File: src/cei_regs.svh
// Register offsets, field positions and codes of the corrected-error block
`ifndef CEI_REGS_SVH
`define CEI_REGS_SVH

// ---------------------------------------------------------------
// Interrupt unit register space
// ---------------------------------------------------------------
`define CEI_VEC_OFF        12'h2F0
`define CEI_ESR_OFF        12'h280
`define CEI_ESR_ILLVEC_BIT 6
`define CEI_VEC_RESET      32'h0001_0000
`define CEI_VEC_MSB        7
`define CEI_MODE_LSB       8
`define CEI_MODE_MSB       10
`define CEI_DSTAT_BIT      12
`define CEI_MASK_BIT       16
`define CEI_VEC_MIN        8'h10
`define CEI_MODE_FIXED     3'h0
`define CEI_MODE_SMI       3'h2
`define CEI_MODE_NMI       3'h4
`define CEI_MODE_INIT      3'h5
`define CEI_MODE_EXT       3'h7

// ---------------------------------------------------------------
// Bank register space
// ---------------------------------------------------------------
`define CEI_SEL_CTL2       2'h0
`define CEI_SEL_STATUS     2'h1
`define CEI_SEL_CAP        2'h2
`define CEI_CTL2_EN_BIT    30
`define CEI_THR_MSB        15
`define CEI_THR_PROBE      16'h7FFF
`define CEI_STAT_VALID_BIT 63
`define CEI_CNT_LSB        38
`define CEI_CNT_MSB        52
`define CEI_CAP_CNT_MSB    7
`define CEI_CAP_CORRECTED_ERROR_INTERRUPT_BIT   10

`endif

File: src/cei_pkg.sv
// Types shared by the corrected-error interrupt block
package cei_pkg;
    typedef logic [2:0] cei_mode_t;
    typedef logic [14:0] cei_cnt_t;
    typedef enum logic {CEI_IDLE, CEI_PEND} cei_dlv_state_t;
endpackage

File: src/cei_dlv.sv
// Per-processor vector entry and interrupt delivery unit
`timescale 1ns/1ps
`include "cei_regs.svh"
module cei_dlv import cei_pkg::*; (
    // Clock, reset, enable
    input  wire logic        clk,
    input  wire logic        nrst,
    input  wire logic        ce,
    // Register writes from the interrupt unit port
    input  wire logic        wr_en,
    input  wire logic [11:0] wr_addr,
    input  wire logic [31:0] wr_data,
    // Raise request and acceptance
    input  wire logic        raise,
    input  wire logic        ack,
    // Register images
    output logic      [31:0] entry_q,
    output logic      [31:0] esr_q,
    // Delivery toward the core
    output logic             int_req,
    output logic      [7:0]  int_vec,
    output logic             smi_pulse,
    output logic             nmi_pulse
);
    logic [7:0]     vec;
    cei_mode_t      mode;
    logic           mask;
    logic           illvec;
    cei_dlv_state_t state;
    logic           ent_wr;
    logic           esr_wr;
    logic           take;
    logic           vec_bad;

    // ---------------------------------------------------------------
    // Decode
    // ---------------------------------------------------------------
    assign ent_wr  = wr_en && (wr_addr == `CEI_VEC_OFF);
    assign esr_wr  = wr_en && (wr_addr == `CEI_ESR_OFF);
    assign take    = raise && !mask;
    assign vec_bad = vec < `CEI_VEC_MIN;

    // Entry fields; reserved bits are not stored at all
    always_ff @(posedge clk) begin
        if (!nrst) begin
            vec  <= 8'h00;
            mode <= `CEI_MODE_FIXED;
            mask <= 1'b1;
        end else if (ce && ent_wr) begin
            vec  <= wr_data[`CEI_VEC_MSB:0];
            mode <= wr_data[`CEI_MODE_MSB:`CEI_MODE_LSB];
            mask <= wr_data[`CEI_MASK_BIT];
        end
    end

    // Illegal vector log; a new error wins over the clearing write
    always_ff @(posedge clk) begin
        if (!nrst) begin
            illvec <= 1'b0;
        end else if (ce) begin
            if (esr_wr)
                illvec <= 1'b0;
            if ((ent_wr && wr_data[`CEI_VEC_MSB:0] < `CEI_VEC_MIN &&
                 wr_data[`CEI_MODE_MSB:`CEI_MODE_LSB] == `CEI_MODE_FIXED) ||
                (take && mode == `CEI_MODE_FIXED && vec_bad))
                illvec <= 1'b1;
        end
    end

    // Fixed delivery holds until the core accepts it
    always_ff @(posedge clk) begin
        if (!nrst) begin
            state   <= CEI_IDLE;
            int_vec <= 8'h00;
        end else if (ce) begin
            case (state)
                CEI_IDLE: begin
                    if (take && mode == `CEI_MODE_FIXED && !vec_bad) begin
                        state   <= CEI_PEND;
                        int_vec <= vec;
                    end
                end
                CEI_PEND: begin
                    if (ack)
                        state <= CEI_IDLE;
                end
                default: state <= CEI_IDLE;
            endcase
        end
    end

    // Side-band paths; the vector plays no part here
    always_ff @(posedge clk) begin
        if (!nrst) begin
            smi_pulse <= 1'b0;
            nmi_pulse <= 1'b0;
        end else if (ce) begin
            smi_pulse <= take && mode == `CEI_MODE_SMI;
            nmi_pulse <= take && mode == `CEI_MODE_NMI;
        end
    end

    // Other mode codes, init and external among them, do nothing
    assign int_req = (state == CEI_PEND);
    assign entry_q = {15'h0000, mask, 3'h0, int_req, 1'b0, mode, vec};
    assign esr_q   = {25'h0000000, illvec, 6'h00};

    // ---------------------------------------------------------------
    // Checks
    // ---------------------------------------------------------------
    a_mask_blocks: assert property (@(posedge clk) disable iff (!nrst)
        ce && raise && mask && !int_req |=> !int_req && !smi_pulse &&
        !nmi_pulse) else $error("masked raise was delivered");
    a_nmi_path: assert property (@(posedge clk) disable iff (!nrst)
        ce && take && mode == `CEI_MODE_NMI |=> nmi_pulse && !smi_pulse)
        else $error("nmi mode raise gave no nmi pulse");
    a_reserved_quiet: assert property (@(posedge clk)
        disable iff (!nrst)
        ce && take && (mode == `CEI_MODE_INIT || mode == `CEI_MODE_EXT)
        && !int_req |=> !int_req && !smi_pulse && !nmi_pulse)
        else $error("unsupported mode delivered");
    a_dstat_hold: assert property (@(posedge clk) disable iff (!nrst)
        int_req && !(ce && ack) |=> int_req && entry_q[`CEI_DSTAT_BIT])
        else $error("delivery status dropped before accept");
endmodule // cei_dlv

File: src/cei_top.sv
// Corrected-error threshold banks and interrupt signalling top level
//
// Notes on behaviour
// - Vector entry sits at offset 2F0H
// - Shared-structure errors reach every affected processor
// - Package errors may reach all; system ignored
// - Vector 7:0; below 16 in fixed mode logs illegal vector
// - Mode 000B delivers the programmed vector
// - Mode 010B uses system-management path
// - Mode 100B raises non-maskable, ignores vector
// - Init and external modes unsupported; others reserved
// - Bit 12 shows delivered, not yet accepted
// - Mask bit 16 inhibits; never set by hardware
// - Mask bit set after reset
// - Bits 31:17, 15:13, 11 reserved
// - Enable bit 30 sticks only if supported
// - Enable bit visible to all sharing processors
// - Threshold 15:0 writable; compared against count
// - Threshold one fires on every error
// - Probe 7FFFH reads back supported maximum
// - Capability 7:0 gives the bank count
// - Status bit 63 flags log; software clears
// - Signalling off after reset, enabled per bank
// - Independent of global and per-bank report enables
// - Capability bit 10 shows signalling exists
`timescale 1ns/1ps
`include "cei_regs.svh"
module cei_top import cei_pkg::*; #(
    parameter int                   NUM_BANKS = 4,
    parameter int                   NUM_LP    = 2,
    parameter int                   THR_BITS  = 15,
    parameter logic [NUM_BANKS-1:0] BANK_CORRECTED_ERROR_INTERRUPT = '1,
    parameter int                   LPW = (NUM_LP > 1) ? $clog2(NUM_LP) : 1,
    parameter int                   BW = (NUM_BANKS > 1) ? $clog2(NUM_BANKS) : 1
) (
    // Clock, reset, enable
    input  wire logic                clk,
    input  wire logic                nrst,
    input  wire logic                ce,
    // Interrupt unit register port
    input  wire logic                unit_wr,
    input  wire logic                unit_rd,
    input  wire logic [LPW-1:0]      unit_lp,
    input  wire logic [11:0]         unit_addr,
    input  wire logic [31:0]         unit_wdata,
    output logic      [31:0]         unit_rdata,
    // Bank register port, shared by all processors
    input  wire logic                bank_wr,
    input  wire logic                bank_rd,
    input  wire logic [1:0]          bank_sel,
    input  wire logic [BW-1:0]       bank_idx,
    input  wire logic [63:0]         bank_wdata,
    output logic      [63:0]         bank_rdata,
    // Corrected error events
    input  wire logic                err_valid,
    input  wire logic [BW-1:0]       err_bank,
    input  wire logic [NUM_LP-1:0]   err_lp_mask,
    input  wire logic                err_pkg,
    input  wire logic                err_sys,
    // Delivery toward the cores
    output logic      [NUM_LP-1:0]   int_req,
    output logic      [8*NUM_LP-1:0] int_vec,
    input  wire logic [NUM_LP-1:0]   int_ack,
    output logic      [NUM_LP-1:0]   smi_req,
    output logic      [NUM_LP-1:0]   nmi_req
);
    localparam logic [14:0] THR_MAX = 15'((1 << THR_BITS) - 1);

    // ---------------------------------------------------------------
    // Helpers
    // ---------------------------------------------------------------
    // Threshold as the comparator sees it, clipped to what is built
    function automatic logic [14:0] thr_clip(input logic [15:0] t);
        if (t[14:0] > THR_MAX)
            thr_clip = THR_MAX;
        else
            thr_clip = t[14:0];
    endfunction

    // Saturating count step, so a flood never wraps to small values
    function automatic cei_cnt_t cnt_step(input cei_cnt_t c);
        if (c == 15'h7FFF)
            cnt_step = c;
        else
            cnt_step = 15'(c + 15'h0001);
    endfunction

    logic [15:0]       thr   [NUM_BANKS];
    logic              en    [NUM_BANKS];
    logic              valid [NUM_BANKS];
    cei_cnt_t          cnt   [NUM_BANKS];
    logic [31:0]       ent_q [NUM_LP];
    logic [31:0]       esr_q [NUM_LP];
    logic              bank_ok;
    logic              ev_ok;
    cei_cnt_t          next_cnt;
    logic              hit;
    logic [NUM_LP-1:0] next_raise;
    logic [NUM_LP-1:0] raise_q;

    // ---------------------------------------------------------------
    // Event qualification
    // ---------------------------------------------------------------
    // System-level errors never enter this path
    assign bank_ok  = 32'(bank_idx) < NUM_BANKS;
    assign ev_ok    = err_valid && !err_sys &&
                      32'(err_bank) < NUM_BANKS;
    assign next_cnt = cnt_step(cnt[err_bank]);
    // Count is compared with >= so a lowered threshold still fires
    assign hit      = ev_ok && en[err_bank] &&
                      thr_clip(thr[err_bank]) != 15'h0000 &&
                      next_cnt >= thr_clip(thr[err_bank]);
    // Package errors fan out to every processor in the package
    always_comb begin
        next_raise = '0;
        if (hit && err_pkg)
            next_raise = '1;
        else if (hit)
            next_raise = err_lp_mask;
    end

    // One registered raise per crossing event
    always_ff @(posedge clk) begin
        if (!nrst) begin
            raise_q <= '0;
        end else if (ce) begin
            raise_q <= next_raise;
        end
    end

    // ---------------------------------------------------------------
    // Bank control: threshold and enable, one copy for all threads
    // ---------------------------------------------------------------
    always_ff @(posedge clk) begin
        if (!nrst) begin
            for (int b = 0; b < NUM_BANKS; b++) begin
                thr[b] <= 16'h0000;
                en[b]  <= 1'b0;
            end
        end else if (ce && bank_wr && bank_ok &&
                     bank_sel == `CEI_SEL_CTL2) begin
            thr[bank_idx] <= bank_wdata[`CEI_THR_MSB:0];
            // Enable only sticks where the bank can signal
            en[bank_idx]  <= bank_wdata[`CEI_CTL2_EN_BIT] &&
                             BANK_CORRECTED_ERROR_INTERRUPT[bank_idx];
        end
    end

    // ---------------------------------------------------------------
    // Bank status: valid flag and corrected count
    // ---------------------------------------------------------------
    // Software write first, hardware event last, so the event wins
    always_ff @(posedge clk) begin
        if (!nrst) begin
            for (int b = 0; b < NUM_BANKS; b++) begin
                valid[b] <= 1'b0;
                cnt[b]   <= 15'h0000;
            end
        end else if (ce) begin
            if (bank_wr && bank_ok && bank_sel == `CEI_SEL_STATUS) begin
                valid[bank_idx] <= bank_wdata[`CEI_STAT_VALID_BIT];
                cnt[bank_idx]   <= bank_wdata[`CEI_CNT_MSB:`CEI_CNT_LSB];
            end
            if (ev_ok) begin
                valid[err_bank] <= 1'b1;
                cnt[err_bank]   <= next_cnt;
            end
        end
    end

    // ---------------------------------------------------------------
    // Bank read data, registered
    // ---------------------------------------------------------------
    always_ff @(posedge clk) begin
        if (!nrst) begin
            bank_rdata <= 64'h0;
        end else if (ce && bank_rd) begin
            case (bank_sel)
                `CEI_SEL_CTL2: begin
                    bank_rdata <= !bank_ok ? 64'h0 :
                        {33'h0, en[bank_idx], 14'h0,
                         thr[bank_idx][15],
                         thr_clip(thr[bank_idx])};
                end
                `CEI_SEL_STATUS: begin
                    bank_rdata <= !bank_ok ? 64'h0 :
                        {valid[bank_idx], 10'h0,
                         cnt[bank_idx], 38'h0};
                end
                `CEI_SEL_CAP: begin
                    bank_rdata <= {53'h0, |BANK_CORRECTED_ERROR_INTERRUPT,
                                   2'h0, 8'(NUM_BANKS)};
                end
                default: bank_rdata <= 64'h0;
            endcase
        end
    end

    // ---------------------------------------------------------------
    // Per-processor delivery units
    // ---------------------------------------------------------------
    for (genvar i = 0; i < NUM_LP; i++) begin : g_lp
        cei_dlv u_dlv (
            .clk       (clk),
            .nrst      (nrst),
            .ce        (ce),
            .wr_en     (unit_wr && unit_lp == LPW'(i)),
            .wr_addr   (unit_addr),
            .wr_data   (unit_wdata),
            .raise     (raise_q[i]),
            .ack       (int_ack[i]),
            .entry_q   (ent_q[i]),
            .esr_q     (esr_q[i]),
            .int_req   (int_req[i]),
            .int_vec   (int_vec[8*i +: 8]),
            .smi_pulse (smi_req[i]),
            .nmi_pulse (nmi_req[i])
        );
    end

    // ---------------------------------------------------------------
    // Interrupt unit read data, registered
    // ---------------------------------------------------------------
    // A processor index beyond the built ones reads as zero
    always_ff @(posedge clk) begin
        if (!nrst) begin
            unit_rdata <= 32'h0;
        end else if (ce && unit_rd) begin
            if (32'(unit_lp) >= NUM_LP)
                unit_rdata <= 32'h0;
            else if (unit_addr == `CEI_VEC_OFF)
                unit_rdata <= ent_q[unit_lp];
            else if (unit_addr == `CEI_ESR_OFF)
                unit_rdata <= esr_q[unit_lp];
            else
                unit_rdata <= 32'h0;
        end
    end

    // ---------------------------------------------------------------
    // Checks
    // ---------------------------------------------------------------
    // Event path: counting, fan-out and raise
    a_thr_one_fires: assert property (@(posedge clk)
        disable iff (!nrst)
        ce && ev_ok && en[err_bank] && thr[err_bank] == 16'h0001 &&
        (err_pkg || err_lp_mask != '0) |=> raise_q != '0)
        else $error("threshold one did not fire");

    a_sys_ignored: assert property (@(posedge clk)
        disable iff (!nrst)
        ce && err_valid && err_sys |=> raise_q == '0)
        else $error("system error raised an interrupt");

    a_pkg_fanout: assert property (@(posedge clk)
        disable iff (!nrst)
        ce && hit && err_pkg |=> raise_q == {NUM_LP{1'b1}})
        else $error("package error not sent to all");

    a_shared_fanout: assert property (@(posedge clk)
        disable iff (!nrst)
        ce && hit && !err_pkg |=> raise_q == $past(err_lp_mask))
        else $error("raise did not follow affected mask");

    a_disabled_quiet: assert property (@(posedge clk)
        disable iff (!nrst)
        ce && ev_ok && !en[err_bank] |=> raise_q == '0)
        else $error("disabled bank raised an interrupt");

    a_raise_single: assert property (@(posedge clk)
        disable iff (!nrst)
        ce && !hit |=> raise_q == '0)
        else $error("raise without a crossing event");

    a_valid_set: assert property (@(posedge clk)
        disable iff (!nrst)
        ce && ev_ok |=> valid[$past(err_bank)])
        else $error("logged error left valid clear");

    // Register path: bank reads and writes, unit reads
    a_cap_count: assert property (@(posedge clk)
        disable iff (!nrst)
        ce && bank_rd && bank_sel == `CEI_SEL_CAP |=>
        bank_rdata[`CEI_CAP_CNT_MSB:0] == 8'(NUM_BANKS) &&
        bank_rdata[`CEI_CAP_CORRECTED_ERROR_INTERRUPT_BIT] == |BANK_CORRECTED_ERROR_INTERRUPT)
        else $error("capability read wrong");

    a_en_unsupported: assert property (@(posedge clk)
        disable iff (!nrst)
        ce && bank_wr && bank_ok && bank_sel == `CEI_SEL_CTL2 &&
        !BANK_CORRECTED_ERROR_INTERRUPT[bank_idx] |=> !en[$past(bank_idx)])
        else $error("enable stuck on unsupported bank");

    a_ctl2_write: assert property (@(posedge clk)
        disable iff (!nrst)
        ce && bank_wr && bank_ok && bank_sel == `CEI_SEL_CTL2 |=>
        thr[$past(bank_idx)] == $past(bank_wdata[`CEI_THR_MSB:0]))
        else $error("threshold write not stored");

    a_probe_clip: assert property (@(posedge clk)
        disable iff (!nrst)
        ce && bank_rd && bank_sel == `CEI_SEL_CTL2 |=>
        bank_rdata[14:0] <= THR_MAX)
        else $error("threshold read above built maximum");

    a_status_clear: assert property (@(posedge clk)
        disable iff (!nrst)
        ce && bank_wr && bank_ok && bank_sel == `CEI_SEL_STATUS &&
        !bank_wdata[`CEI_STAT_VALID_BIT] && !ev_ok |=>
        !valid[$past(bank_idx)])
        else $error("status clear left valid set");

    a_unit_unmapped: assert property (@(posedge clk)
        disable iff (!nrst)
        ce && unit_rd && unit_addr != `CEI_VEC_OFF &&
        unit_addr != `CEI_ESR_OFF |=> unit_rdata == 32'h0)
        else $error("unmapped offset read nonzero");
endmodule // cei_top

File: config.mk
export PLATFORM = sky130hd
export DESIGN_NAME = cei_top
export DESIGN_NICKNAME = d
export VERILOG_FILES = /design/src/cei_pkg.sv /design/src/cei_dlv.sv /design/src/cei_top.sv
export VERILOG_INCLUDE_DIRS = /design/src /design/src/src
export SDC_FILE = /design/constraint.sdc
export NUM_CORES = 1
export LEC_CHECK = 0
export BUFFER_PORTS_ARGS = -buffer_cell sky130_fd_sc_hd__buf_2
export CORE_UTILIZATION = 55
export CTS_CLUSTER_SIZE = 16
export DETAILED_ROUTE_END_ITERATION = 10
export GPL_TIMING_DRIVEN = 0
export PLACE_DENSITY = 0.79
export SETUP_SLACK_MARGIN = 0.5
export SLEW_MARGIN = 20
export SYNTH_ARGS = -nofsm -noshare
export SYNTH_HDL_FRONTEND = slang
export SYNTH_HIERARCHICAL = 1
export SYNTH_SLANG_ARGS = --single-unit
File: constraint.sdc
create_clock -name clk -period 8.05 [get_ports clk]
set_clock_uncertainty 0.1 [all_clocks]
set_input_delay 1.61 -clock clk [delete_from_list [all_inputs] [get_ports clk]]
set_output_delay 1.61 -clock clk [all_outputs]
set_load 0.05 [all_outputs]
# Word level (Yosys, flattened, before mapping)
# Memory sizes are Yosys's and may differ from the RTL's.
# Cells that the tools add are included.
totals:
  wordCells: 160
  mem_bits_rw: 132
  memories: 4
  inputBits: 129
  output_inout_bits: 118
  regBits: 146
memory_table:
  columns: ["name", "words", "width", "rd", "rd_clocked_by_memory_dff", "wr", "line_no", "text"]
  rows:
  - ["thr", 4, 16, 2, 0, 4, "cei_top.sv:88", "logic [15:0] thr [NUM_BANKS];"]
  - ["cnt", 4, 15, 2, 0, 4, "cei_top.sv:91", "cei_cnt_t cnt [NUM_BANKS];"]
  - ["en", 4, 1, 2, 0, 4, "cei_top.sv:89", "logic en [NUM_BANKS];"]
  - ["valid", 4, 1, 1, 0, 4, "cei_top.sv:90", "logic valid [NUM_BANKS];"]
op_classes:
  eq_ne: 9
  mux: 56
  reduce_logical: 59
  n_lt_le_gt_ge: 8
  add_sub_neg: 1
  bitwise_logic: 4
op_table:
  columns: ["cell", "count"]
  rows:
  - ["$mux 32", 6]
  - ["$pmux 64 s3", 1]
  - ["$mux 15", 5]
  - ["$logic_and 1x1->1", 35]
  - ["$gt 15x15->1 const B", 2]
  - ["$mux 1", 30]
  - ["$reduce_or 15->1", 2]
  - ["$eq 12x10->1 const B", 2]
  - ["$lt 8x5->1 const B", 3]
  - ["$mux 17", 1]
  - ["$mux 16", 1]
  - ["$mux 2", 8]
  - ["$reduce_or 16->1", 1]
  - ["$add 15x1->15 const B", 1]
  - ["$eq 15x15->1 const B", 1]
  - ["$ge 15x15->1", 1]
  - ["$reduce_bool 15->1", 1]
  - ["$logic_not 3->1", 3]
  - ["$mux 7", 1]
  - ["$eq 3x2->1 const B", 2]
  - ["$eq 3x3->1 const B", 2]
  - ["$reduce_and 3->1", 2]
  - ["$logic_not 1->1", 5]
  - ["$pmux 1 s2", 2]
  - ["12 further kinds", 19]

# Depth between registers and ports, before layout
depth:
  depth_word: 8
  depth_mapped: 18

# Modules after synthesis
# Netlist, hierarchy kept.
modules_own_cells:
  columns: ["mod", "cells_per_inst", "area_each_um2", "seq_area_each_um2", "n_inst"]
  rows:
  - ["cei_top", 950, 11129.4, 5235.0, 1]
  - ["cei_dlv", 150, 1452.6, 480.5, 2]

# Worst setup path after synthesis
# OpenSTA, ideal clock, no wires.
synth_path:
  path_kind: "input port to flip-flop"
  start: "in err_bank[0]"
  end: "reg raise_q[0]"
  setup_slack_ns: 2.855
  cell_stages: 18
  arrival_time_ns: 5.035
  path_cell_list: "buf_6 -> buf_12 -> buf_12 -> mux4_2 -> ha_1 -> nand2_1 -> o22a_1 -> nor3_2 -> a211o_1 -> xor2_1 -> inv_1 -> ha_1 -> a211oi_1 -> o21ai_0 -> a21oi_1 -> or3b_2 -> a21oi_1 -> a32o_1"
synth_via:
  elab_chain_cells: 8
  elab_cells_between_ends: 16
synth_lines:
  columns: ["item", "line_no", "text"]
  rows:
  - ["start, declared", "cei_top.sv:56", "input wire logic [BW-1:0] err_bank,"]
  - ["parallel branches: the longest is 5 deep, another holds $mem_v2 4x15", null, null]
  - ["$logic_and 1x1->1 (*)", "cei_top.sv:111", "thr_clip(thr[err_bank]) != 15'h0000 &&"]
  - ["$mux 2 / $logic_and 1x1->1 (equally long branches)", "cei_top.sv:118, cei_top.sv:116", null]
  - ["$mux 2 (*)", "cei_top.sv:116", "if (hit && err_pkg)"]
  - ["end signal, assigned", "cei_top.sv:127", "raise_q <= next_raise;"]
  - ["end, declared", "cei_top.sv:99", "logic [NUM_LP-1:0] raise_q;"]
# Every way passes the cells marked *.
# A chain may end at the register's enable or synchronous reset.

# Worst setup path in the final report
layout_path:
  start: "in err_bank[1]"
  end: "reg raise_q[0]"
# Same word-level chain as after synthesis.

==> impl_metrics.env <==
export IMPL_tns_ns=0
export IMPL_rsz0062_at_grt="no"
export IMPL_drive_above_1_share=0.271
export IMPL_final_cell_count_no_fill=1917
export IMPL_synthTopCellsByArea="edfxtp_1 (27%), dfxtp_1 (17%), mux2i_1 (7.7%)"
export IMPL_clk_path_buf_depth=3
export IMPL_crit_type="input port to flop"
export IMPL_yosys_area_top_type_share=0.267
export IMPL_drc_errors=0
export IMPL_numCtsBuffers=26
export IMPL_arrival_ns=5.70
export IMPL_wirelength_um=36600
export IMPL_ff2ff_setup_slack_ns=3.92
export IMPL_syn_cell_area_um2=14000
export IMPL_grt_max_degree=19
export IMPL_hold_viol=0
export IMPL_post_cts_buffers=0
export IMPL_synth_seq_cells=247
export IMPL_cts_htree_levels=1
export IMPL_synthToLayoutAreaGrowth_pct=18.2
export IMPL_die_h_um=162
export IMPL_yosys_most_used_dff="edfxtp_1"
export IMPL_clkSlewWorstSetupHoldPaths_ns=0.07
export IMPL_slew_headroom=0.300
export IMPL_power_w=0.00303
export IMPL_wire_per_inst_um=19.1
export IMPL_dr_pass1_iters=5
export IMPL_cp_num_buf_inv=4
export IMPL_port_buffers=161
export IMPL_cts_resized=0
export IMPL_yosysTopAreaCell="edfxtp_1"
export IMPL_worst_slew_pin_slew_ns=1.05
export IMPL_hpwlAfterDp_um=26600
export IMPL_max_vdd_ir_drop_mv=0.145
export IMPL_ctsHoldBuffers=0
export IMPL_coreArea_um2=25100
export IMPL_gp_congestion=0.910
export IMPL_hold_class="flop to flop"
export IMPL_hold_depth=2
export IMPL_end_kind="flop"
export IMPL_p_leak_nw=7.05
export IMPL_final_util=0.661
export IMPL_std_cell_rows=58
export IMPL_track_usage=0.273
export IMPL_required_ns=8.42
export IMPL_grt_pass1_wl_um=55500
export IMPL_dp_cells=1869
export IMPL_clk_latency_ns=0.54
export IMPL_path_cells="buf_2 > buf_4 > buf_4 > mux4_2 > ha_1 > nand2_1 > o22a_1 > or2_4 > nor3_4 > mux2i_1 > inv_1 > ha_1 > nand2_1 > o21ai_0 > a21oi_1 > or3b_2 > a21oi_1 > a32o_1"
export IMPL_drtIter0Drc=864
export IMPL_drv_cap=0
export IMPL_crit_path_start_kind="input port"
export IMPL_status="finished clean"
export IMPL_grtUsageMet3=0.0559
export IMPL_dieArea_um2=26200
export IMPL_cts_tree="done"
export IMPL_yosys_warnings=6
export IMPL_grt_pass1_vias=10300
export IMPL_setup_viol=0
export IMPL_cts_sinks=247
export IMPL_worstHoldStart="g_lp[1].u_dlv/smi_pulse"
export IMPL_cpLargestDelayFamily="simple AND/OR/NAND/NOR gates"
export IMPL_num_io_pins=247
export IMPL_vias=10900
export IMPL_synth_most_common_cell="buf_4"
export IMPL_grt_overflow_total=0
export IMPL_fmax_mhz=188
export IMPL_gr_usage_met1=0.342
export IMPL_num_antenna_cells=0
export IMPL_synth_edff_count=125
export IMPL_reg2reg_depth=15
export IMPL_start_util=0.559
export IMPL_synthArstFlopShare=0
export IMPL_critical_path_max_fanout=10
export IMPL_seq_area_frac_synth=0.441
export IMPL_drv_slew=0
export IMPL_fin_crit_sh=0.662
export IMPL_synth_cell_type_count=69
export IMPL_avgViaCountPerCell=5.67
export IMPL_p_per_area_nw_per_um2=183
export IMPL_syn_area_per_cell_um2=11.2
export IMPL_die_x_um=162
export IMPL_grt_use_met2=0.465
export IMPL_place_area_um2=15700
export IMPL_root_buffer="clkbuf_16"
export IMPL_synth_top_cells_by_count="buf_4 (139), edfxtp_1 (125), dfxtp_1 (122)"
export IMPL_final_nets=1711
export IMPL_critPathSlowestCell="mux2i_1"
export IMPL_syn_inst=1250
export IMPL_grt_busiest_layer="met2"
export IMPL_min_to="g_lp[1].u_dlv/smi_pulse"
export IMPL_period_needed_ns=5.33
export IMPL_reg2reg_to="raise_q[0]"
export IMPL_slowest_delay_ns=0.51
export IMPL_final_area_um2=16600
export IMPL_ant_nets=0
export IMPL_reg2reg_from="cnt[0][0]"
export IMPL_antenna_found_initial=1
## final cells by class
class	instances	area, µm²
Tap cell	330	413
Sequential cell	247	6200
Inverter	22	82.6
Timing Repair Buffer	161	806
Clock buffer	39	795
Multi-Input combinational cell	892	6780
Fill cell	1953	8520
Buffer	217	1460
Clock inverter	9	51.3
## per-stage QoR
step / worst slack, ns / hold slack (ns)
global placement: 2.35 / 0.356
global route: 2.46 / 0.412
finish: 2.72 / 0.380
floorplan: 2.85 / 0.334
CTS: 2.80 / 0.380
detailed placement: 2.27 / 0.372
## kinds of logic after synthesis
family / after synthesis / synth area share
AND/OR/NAND/NOR: 364 / 0.145
flip-flops: 247 / 0.441
buffers and inverters: 239 / 0.110
AO/OA/AOI/OAI: 204 / 0.102
multiplexers: 172 / 0.183
adder cells (fa/ha/maj): 15 / 0.0134
XOR/XNOR: 6 / 0.00428
other: 3 / 0.000802
## tightest hold or removal path, stage by stage (launching register included)
cell and delay (ns):
dfxtp_1 0.31, nand2b_1 0.06, a21boi_0 0.07
## flip-flops by register name, summed over array words and instances, names as in the netlist
| signal | count |
|---|---|
| g_lp.u_dlv/nmi_pulse | 2 |
| g_lp.u_dlv/illvec | 2 |
| cnt | 60 |
| g_lp.u_dlv/mode | 6 |
| g_lp.u_dlv/int_req | 2 |
| valid | 4 |
| g_lp.u_dlv/mask | 2 |
| g_lp.u_dlv/smi_pulse | 2 |
| g_lp.u_dlv/int_vec | 16 |
| thr | 64 |
| g_lp.u_dlv/vec | 16 |
| bank_rdata | 33 |
| raise_q | 2 |
| en | 4 |
| unit_rdata | 32 |
## routing by layer
metal	share of wire	wire length (µm)	up-vias
met3	0.083	3030	93
met5	0.00036	13	-
met4	0.033	1200	2
met2	0.49	17800	513
met1	0.40	14500	5241
li1	-	-	5022
## power breakdown
| group | switching [W] | internal, W |
|---|---|---|
| sequential | 0.0000241 | 0.00137 |
| combinational | 0.000275 | 0.000176 |
| clock | 0.000504 | 0.000684 |
## layout by cell type, fill, tap and decap left out, types with 57 or more instances in the layout
cell,n
nand2_1,67
buf_4,139
buf_2,165
edfxtp_1,125
nor2_1,82
conb_1,131
clkbuf_1,57
mux2i_1,108
dfxtp_1,122
o21ai_0,65
## worst max path at each step
stage	from	to	cells past startpoint
after floorplan	err_bank[0]	raise_q[0]	18
after global placement	err_bank[0]	raise_q[1]	18
after detailed placement	err_bank[0]	raise_q[1]	18
after CTS	err_bank[0]	raise_q[0]	18
after global routing	err_bank[1]	raise_q[0]	18
final	err_bank[1]	raise_q[0]	18
No activity file was read; power rests on OpenSTA's default activity.
